--- src/bmcs_pkg.sv ---
// package for the boot mode and clock setup block
// assumes one 100 MHz system clock and an active-low asynchronous reset
package bmcs_pkg;

	typedef enum logic [1:0] {
		BMCS_SPREAD_OFF,
		BMCS_SPREAD_NORMAL,
		BMCS_SPREAD_STRONG,
		BMCS_SPREAD_RSVD
	} bmcs_spread_e;

	typedef enum logic {
		BMCS_MODE_RUN,
		BMCS_MODE_PROGRAM
	} bmcs_mode_e;

	localparam logic [1:0] BMCS_SPREAD_RESET = 2'h1;
	localparam int unsigned BMCS_DOUBLER_FACTOR = 2;
	// crystal divider counter width: counts system cycles, wraps after DOUBLER_FACTOR
	localparam int unsigned BMCS_PHASE_W = 4;
	// address width of the erase walk, one battery RAM word per cycle
	localparam int unsigned BMCS_ERASE_ADDR_W = 10;
	// sampling settles one cycle after the synchroniser fills
	localparam int unsigned BMCS_SAMPLE_DELAY = 3;

endpackage : bmcs_pkg

--- src/bmcs_sync.sv ---
// two flip-flop synchroniser for pin levels
// assumes the pin is asynchronous to the system clock
`timescale 1ns/1ps
module bmcs_sync
	import bmcs_pkg::*;
#(
	parameter int unsigned WIDTH = 1
)(
	input  wire logic             clk_in,
	input  wire logic             rst_n_in,
	input  wire logic [WIDTH-1:0] d_in,
	output logic      [WIDTH-1:0] q_out
);
	logic [WIDTH-1:0] meta;

	always_ff @(posedge clk_in or negedge rst_n_in)
	begin
		if (!rst_n_in)
		begin
			meta  <= '0;
			q_out <= '0;
		end
		else
		begin
			meta  <= d_in;
			q_out <= meta;
		end
	end
endmodule // bmcs_sync

--- src/bmcs_top.sv ---
// boot mode sampling, clock doubler control, spreader and tamper erase
// assumes pins are asynchronous; configuration inputs share SYS_CLK_IN
`timescale 1ns/1ps
module bmcs_top
	import bmcs_pkg::*;
#(
	parameter int unsigned ERASE_ADDR_W = BMCS_ERASE_ADDR_W
)(
	// clock and reset
	input  wire logic                    SYS_CLK_IN,
	input  wire logic                    RESET_N_IN,
	// board pins
	input  wire logic                    BOOT_MODE_SELECT_PINS_IN,
	input  wire logic                    BOOTSTRAP_ATTEMPT_IN,
	// configuration
	input  wire logic [1:0]              SPREAD_LEVEL_IN,
	input  wire logic                    SPREAD_LEVEL_WR_IN,
	input  wire logic                    TAMPER_ENABLE_IN,
	input  wire logic                    DOUBLER_DISABLE_REQ_IN,
	// programming port requests
	input  wire logic                    DOWNLOAD_REQ_IN,
	input  wire logic                    DEBUG_REQ_IN,
	// status
	output logic                         MODE_VALID_OUT,
	output logic                         PROGRAM_MODE_OUT,
	output logic                         RUN_MODE_OUT,
	output logic                         EXECUTE_ENABLE_OUT,
	output logic                         DOWNLOAD_GRANT_OUT,
	output logic                         DEBUG_GRANT_OUT,
	output logic                         GENERAL_INPUT_OUT,
	// clock control
	output logic                         DOUBLER_ENABLE_OUT,
	output logic                         CRYSTAL_TICK_OUT,
	output logic [1:0]                   SPREAD_LEVEL_OUT,
	// battery RAM erase
	output logic                         ERASE_BUSY_OUT,
	output logic                         ERASE_WR_OUT,
	output logic [ERASE_ADDR_W-1:0]      ERASE_ADDR_OUT,
	output logic                         ERASE_DONE_OUT
);
	// ------------------------------------------------------------------
	// pin synchronisers
	// ------------------------------------------------------------------
	logic [1:0] pins_sync;

	bmcs_sync #(
		.WIDTH (2)
	) u_sync (
		.clk_in   (SYS_CLK_IN),
		.rst_n_in (RESET_N_IN),
		.d_in     ({BOOTSTRAP_ATTEMPT_IN, BOOT_MODE_SELECT_PINS_IN}),
		.q_out    (pins_sync)
	);

	logic mode_pin;
	logic boot_attempt;
	assign mode_pin     = pins_sync[0];
	assign boot_attempt = pins_sync[1];

	// ------------------------------------------------------------------
	// mode sampling after reset release
	// ------------------------------------------------------------------
	logic [1:0]  settle;
	logic        mode_valid;
	bmcs_mode_e  mode;

	// wait until the synchroniser holds a true pin level, not its reset zero
	always_ff @(posedge SYS_CLK_IN or negedge RESET_N_IN)
	begin
		if (!RESET_N_IN)
			settle <= 2'h0;
		else if (settle != 2'(BMCS_SAMPLE_DELAY - 1))
			settle <= settle + 2'h1;
	end

	always_ff @(posedge SYS_CLK_IN or negedge RESET_N_IN)
	begin
		if (!RESET_N_IN)
		begin
			mode_valid <= 1'b0;
			mode       <= BMCS_MODE_RUN;
		end
		else if (!mode_valid && settle == 2'(BMCS_SAMPLE_DELAY - 1))
		begin
			mode_valid <= 1'b1;
			// high selects program mode, low run mode
			mode <= mode_pin ? BMCS_MODE_PROGRAM : BMCS_MODE_RUN;
		end
	end

	// ------------------------------------------------------------------
	// mode status
	// ------------------------------------------------------------------
	// both mode flags stay low until the sample is taken
	function automatic logic mode_is(
		input logic       valid,
		input bmcs_mode_e cur,
		input bmcs_mode_e want
	);
		mode_is = valid && (cur == want);
	endfunction

	assign MODE_VALID_OUT   = mode_valid;
	assign PROGRAM_MODE_OUT =
		mode_is(mode_valid, mode, BMCS_MODE_PROGRAM);
	assign RUN_MODE_OUT     =
		mode_is(mode_valid, mode, BMCS_MODE_RUN);

	// ------------------------------------------------------------------
	// execution and programming port grants
	// ------------------------------------------------------------------
	// stored code is held off while battery RAM is being wiped
	assign EXECUTE_ENABLE_OUT = mode_valid && !ERASE_BUSY_OUT;
	// combinational so the host sees the grant in the cycle it asks
	assign DOWNLOAD_GRANT_OUT = PROGRAM_MODE_OUT && DOWNLOAD_REQ_IN;
	assign DEBUG_GRANT_OUT    = PROGRAM_MODE_OUT && DEBUG_REQ_IN;

	// pin level is free for software once run mode is latched
	always_ff @(posedge SYS_CLK_IN or negedge RESET_N_IN)
	begin
		if (!RESET_N_IN)
			GENERAL_INPUT_OUT <= 1'b0;
		else if (RUN_MODE_OUT)
			GENERAL_INPUT_OUT <= mode_pin;
	end

	// ------------------------------------------------------------------
	// clock doubler
	// ------------------------------------------------------------------
	// doubler stays on; a request to drop it is ignored by design
	assign DOUBLER_ENABLE_OUT = 1'b1;

	// crystal reference: one tick every DOUBLER_FACTOR system cycles
	logic [BMCS_PHASE_W-1:0] xtal_cnt;

	always_ff @(posedge SYS_CLK_IN or negedge RESET_N_IN)
	begin
		if (!RESET_N_IN)
			xtal_cnt <= '0;
		else if (xtal_cnt == BMCS_PHASE_W'(BMCS_DOUBLER_FACTOR - 1))
			xtal_cnt <= '0;
		else
			xtal_cnt <= xtal_cnt + 1'b1;
	end

	assign CRYSTAL_TICK_OUT = (xtal_cnt == '0);

	// ------------------------------------------------------------------
	// spectrum spreader level
	// ------------------------------------------------------------------
	function automatic logic [1:0] spread_legal(input logic [1:0] lvl);
		spread_legal = (lvl == BMCS_SPREAD_RSVD) ? BMCS_SPREAD_RESET : lvl;
	endfunction

	always_ff @(posedge SYS_CLK_IN or negedge RESET_N_IN)
	begin
		if (!RESET_N_IN)
			SPREAD_LEVEL_OUT <= BMCS_SPREAD_RESET;
		else if (SPREAD_LEVEL_WR_IN)
			// unused code 3 falls back to normal
			SPREAD_LEVEL_OUT <= spread_legal(SPREAD_LEVEL_IN);
	end

	// ------------------------------------------------------------------
	// tamper erase of battery RAM
	// ------------------------------------------------------------------
	typedef enum logic {
		ERASE_IDLE,
		ERASE_WALK
	} bmcs_erase_e;

	bmcs_erase_e             erase_state;
	logic                    attempt_d;
	logic [ERASE_ADDR_W-1:0] erase_addr;

	always_ff @(posedge SYS_CLK_IN or negedge RESET_N_IN)
	begin
		if (!RESET_N_IN)
			attempt_d <= 1'b0;
		else
			attempt_d <= boot_attempt;
	end

	logic attempt_rise;
	assign attempt_rise = boot_attempt && !attempt_d;

	always_ff @(posedge SYS_CLK_IN or negedge RESET_N_IN)
	begin
		if (!RESET_N_IN)
		begin
			erase_state    <= ERASE_IDLE;
			erase_addr     <= '0;
			ERASE_DONE_OUT <= 1'b0;
		end
		else
		begin
			ERASE_DONE_OUT <= 1'b0;
			case (erase_state)
				// attempts seen during a walk are not queued
				ERASE_IDLE:
				begin
					erase_addr <= '0;
					if (attempt_rise && TAMPER_ENABLE_IN)
						erase_state <= ERASE_WALK;
				end
				ERASE_WALK:
				begin
					erase_addr <= erase_addr + 1'b1;
					if (erase_addr == '1)
					begin
						erase_state    <= ERASE_IDLE;
						ERASE_DONE_OUT <= 1'b1;
					end
				end
				default:
					erase_state <= ERASE_IDLE;
			endcase
		end
	end

	assign ERASE_BUSY_OUT = (erase_state == ERASE_WALK);

	// one zero write per cycle while busy
	assign ERASE_WR_OUT   = ERASE_BUSY_OUT;
	assign ERASE_ADDR_OUT = erase_addr;

endmodule // bmcs_top

--- config.mk ---
export PLATFORM = sky130hd
export DESIGN_NAME = bmcs_top
export DESIGN_NICKNAME = d
export VERILOG_FILES = /design/src/bmcs_pkg.sv /design/src/bmcs_sync.sv /design/src/bmcs_top.sv
export SDC_FILE = /design/constraint.sdc
export NUM_CORES = 1
export LEC_CHECK = 0
export ABC_AREA = 1
export BUFFER_PORTS_ARGS = -buffer_cell sky130_fd_sc_hd__buf_2
export CORE_ASPECT_RATIO = 0.9
export CORE_MARGIN = 3
export CORE_UTILIZATION = 40
export CTS_CLUSTER_SIZE = 24
export DETAILED_ROUTE_END_ITERATION = 16
export PLACE_DENSITY_LB_ADDON = 0.08
export SYNTH_ARGS = -nofsm -noshare
export SYNTH_HDL_FRONTEND = slang
export SYNTH_HIERARCHICAL = 1
export SYNTH_SLANG_ARGS = --single-unit
--- constraint.sdc ---
create_clock -name SYS_CLK_IN -period 1.2 [get_ports SYS_CLK_IN]
set_input_delay 0.18 -clock SYS_CLK_IN [delete_from_list [all_inputs] [get_ports SYS_CLK_IN]]
set_output_delay 0.18 -clock SYS_CLK_IN [all_outputs]
set_load 0.01 [all_outputs]
==> reports/qor.yml <==
status: "complete, but fails checks"
violations: "negative setup slack"
grt_usage_pct: 12.7
p_per_area_mw_per_mm2: 1080
synth.most_common_cell: "dfrtp_1"
power_leakage_uw: 0.000812
crit_fanout: 2
finClkSkew_ps: 7.04
via_count: 904
synthSimpleGateAreaFrac_pct: 20.0
drt_wl_total_microns: 2190
multiInputGateArea_sq_um: 409
ff_latch_area_sq_um: 703
synthTopCellsByArea: "dfrtp_1 59%, nand2_1 6.5%, nor2_1 6.5%, inv_1 4.6%, a21oi_1 3.5%"
ios: 35
drc: 0
dpl_cell_area_sq_mm: 0.00136
cts_sinks: 28
ys_types: 24
antenna_found_initial: 0
path_class: "reg2out"
avgViaCountPerCell: 4.48
grt_pass1_vias: 854
fin_util_pct: 60.2
synth_cells: 119
die_y_microns: 56.9
antenna_cells: 0
core_area_sq_mm: 0.00259
areaGrowthSynthToFinish_pct: 35.8
drv_cap: 0
avgSynthCellArea_sq_um: 9.66
synth_edf_count: 0
hpwl_microns: 1490
async_reset_ff_share_pct: 100
yosys_warnings: 6
min_period_ps: 1380
cts.htree.levels: 1
setup_tns_ps: -473
synth_nets: 132
finalSetupViolations: 6
portBuffers: 32
root_buffer: "clkbuf_4"
layout_setup_ws_ps: -183
holdWs_ps: 67.9
fin_crit_sh_pct: 115
arrival_ps: 1200
gp_congestion: 0.754
cts_tree: "done"
fmax_mhz: 723
die_area_sq_mm: 0.00355
ys.flop_type: "dfrtp_1"
cp-start-kind: "register"
cts.clk_slew.worst_paths_ps: 150
grt_max_degree: 29
start_util_pct: 44.3
synth_top_family_by_area: "simple AND/OR/NAND/NOR gates"
yosysTopAreaCellShare_pct: 58.8
final_nets: 178
clock_path_buffers: 2
ir_worst_vdd_uv: 755
maxSlewViolCount: 0
synth.area.mux_share_pct: 0
final_cells: 202
die_w_microns: 62.5
final_area_sq_mm: 0.00156
overflow: 0
grt_first_pass_wirelength_microns: 3620
synthAdderAreaFrac_pct: 2.18
yosysSeqAreaShare_pct: 61.0
final_layout_size_suffix_gt1_share_pct: 36.0
cts_buffers: 3
ant_nets: 0
placementRows: 17
syn_area_sq_mm: 0.00115
fill_cells: 233
yosysTopAreaCell: "dfrtp_1"
routedWlPerCell_microns: 10.9
synth-xor-area-share_pct: 1.52
rsz0062_at_grt: "true"
synth_seq_cells: 28
dr.first_iter.drc_count: 41
hold_path.class: "in2reg"
required_ps: 1020
firstDrtPassIters: 4
synth_compound_area_share_pct: 8.60
yosys-top-cells-count: "27 x dfrtp_1, 20 x nand2_1, 20 x nor2_1"
place_inst: 189
end_kind: "primary output"
clock_latency_ps: 330
hold_violations: 0
## where the power goes
group          internal [uW]  switching, uW
registers                965           9.08
clock network            338            279
logic                   46.9           50.5
## worst paths after layout
| check | cells past startpoint | slack (ps) | startpoint | end |
|---|---|---|---|---|
| setup / recovery | 2 | -180 | xtal_cnt[2] | CRYSTAL_TICK_OUT |
| hold / removal | 2 | 70 | SPREAD_LEVEL_IN[1] | SPREAD_LEVEL_OUT[1] |
| setup reg to reg | 6 | 20 | ERASE_ADDR_OUT[0] | ERASE_BUSY_OUT |
| hold reg to reg | 0 | 370 | u_sync/meta[1] | u_sync/q_out[1] |
| max in group asynchronous | 3 | 540 | RESET_N_IN | SPREAD_LEVEL_OUT[0] |
| min in group asynchronous | 3 | 350 | RESET_N_IN | ERASE_ADDR_OUT[8] |
## metal layers
metal / track usage, % / vias up / wire length, microns
met4: 3.77 / 0 / 25
met2: 21.6 / 19 / 1110
met5: 0 / - / 0
met1: 15.4 / 417 / 947
li1: - / 464 / -
met3: 4.20 / 4 / 110
## cell type report
type                            instances  share of cell area, %
Clock buffer                            3                   1.44
Clock inverter                          1                   1.92
Inverter                               14                   3.37
Multi-Input combinational cell         74                   26.2
Sequential cell                        28                   45.0
Tap cell                               38                   3.04
Timing Repair Buffer                   44                   19.0
## registers in the layout, summed over array words and instances (netlist names)
name / flops
u_sync/meta: 2
u_sync/q_out: 2
SPREAD_LEVEL_OUT: 2
ERASE_BUSY_OUT: 1
mode: 1
GENERAL_INPUT_OUT: 1
attempt_d: 1
ERASE_DONE_OUT: 1
ERASE_ADDR_OUT: 10
xtal_cnt: 4
MODE_VALID_OUT: 1
settle: 2
## layout by cell type (no fill, tap or decap), types with 2 or more instances in the layout
cell / Yosys / final
buf_6: 0 / 7
clkbuf_4: 0 / 3
dfrtp_1: 27 / 26
nand3b_1: 3 / 3
buf_4: 2 / 7
inv_1: 14 / 12
dlygate4sd3_1: 0 / 3
nand2_1: 20 / 18
nor2_1: 20 / 18
o21ai_0: 6 / 6
nor2_4: 1 / 4
nand2_2: 0 / 2
nand3_1: 2 / 2
buf_2: 1 / 27
inv_2: 0 / 2
a21oi_1: 8 / 8
## kinds of logic (layout without fill, tap and decap cells)
family,after synthesis,count (layout)
AOI/OAI and AO/OA,18,18
DFF,28,28
adders and majority gates,2,2
xor gates and xnor gates,2,2
buffers and inverters,17,62
other,1,1
and+or+nand+nor,51,51
## repair_timing
| item | 4_1_cts | 5_1_grt |
|---|---|---|
| resized for setup | 7 | 12 |
| pin swaps | 1 | 3 |
| hold buffers | 3 | 0 |
| setup endpoints to repair | 9 | 14 |
| endpoints found under the hold margin | 29 | 0 |
| buffers inserted | 4 | 2 |
| cloned | 0 | 0 |
## critical path: stages, from the launching register on
cell and delay [ps]:
dfrtp_1 430, nor4_2 270, buf_2 170
## stage by stage
stage               setup WS [ps]  total power (uW)
floorplan                    47.8              1020
global placement             78.7              1070
detailed placement           56.5              1070
CTS                          -161              1690
global route                 -266              1750
finish                       -183              1690
Note: power is estimated with default switching activity, not from simulation.
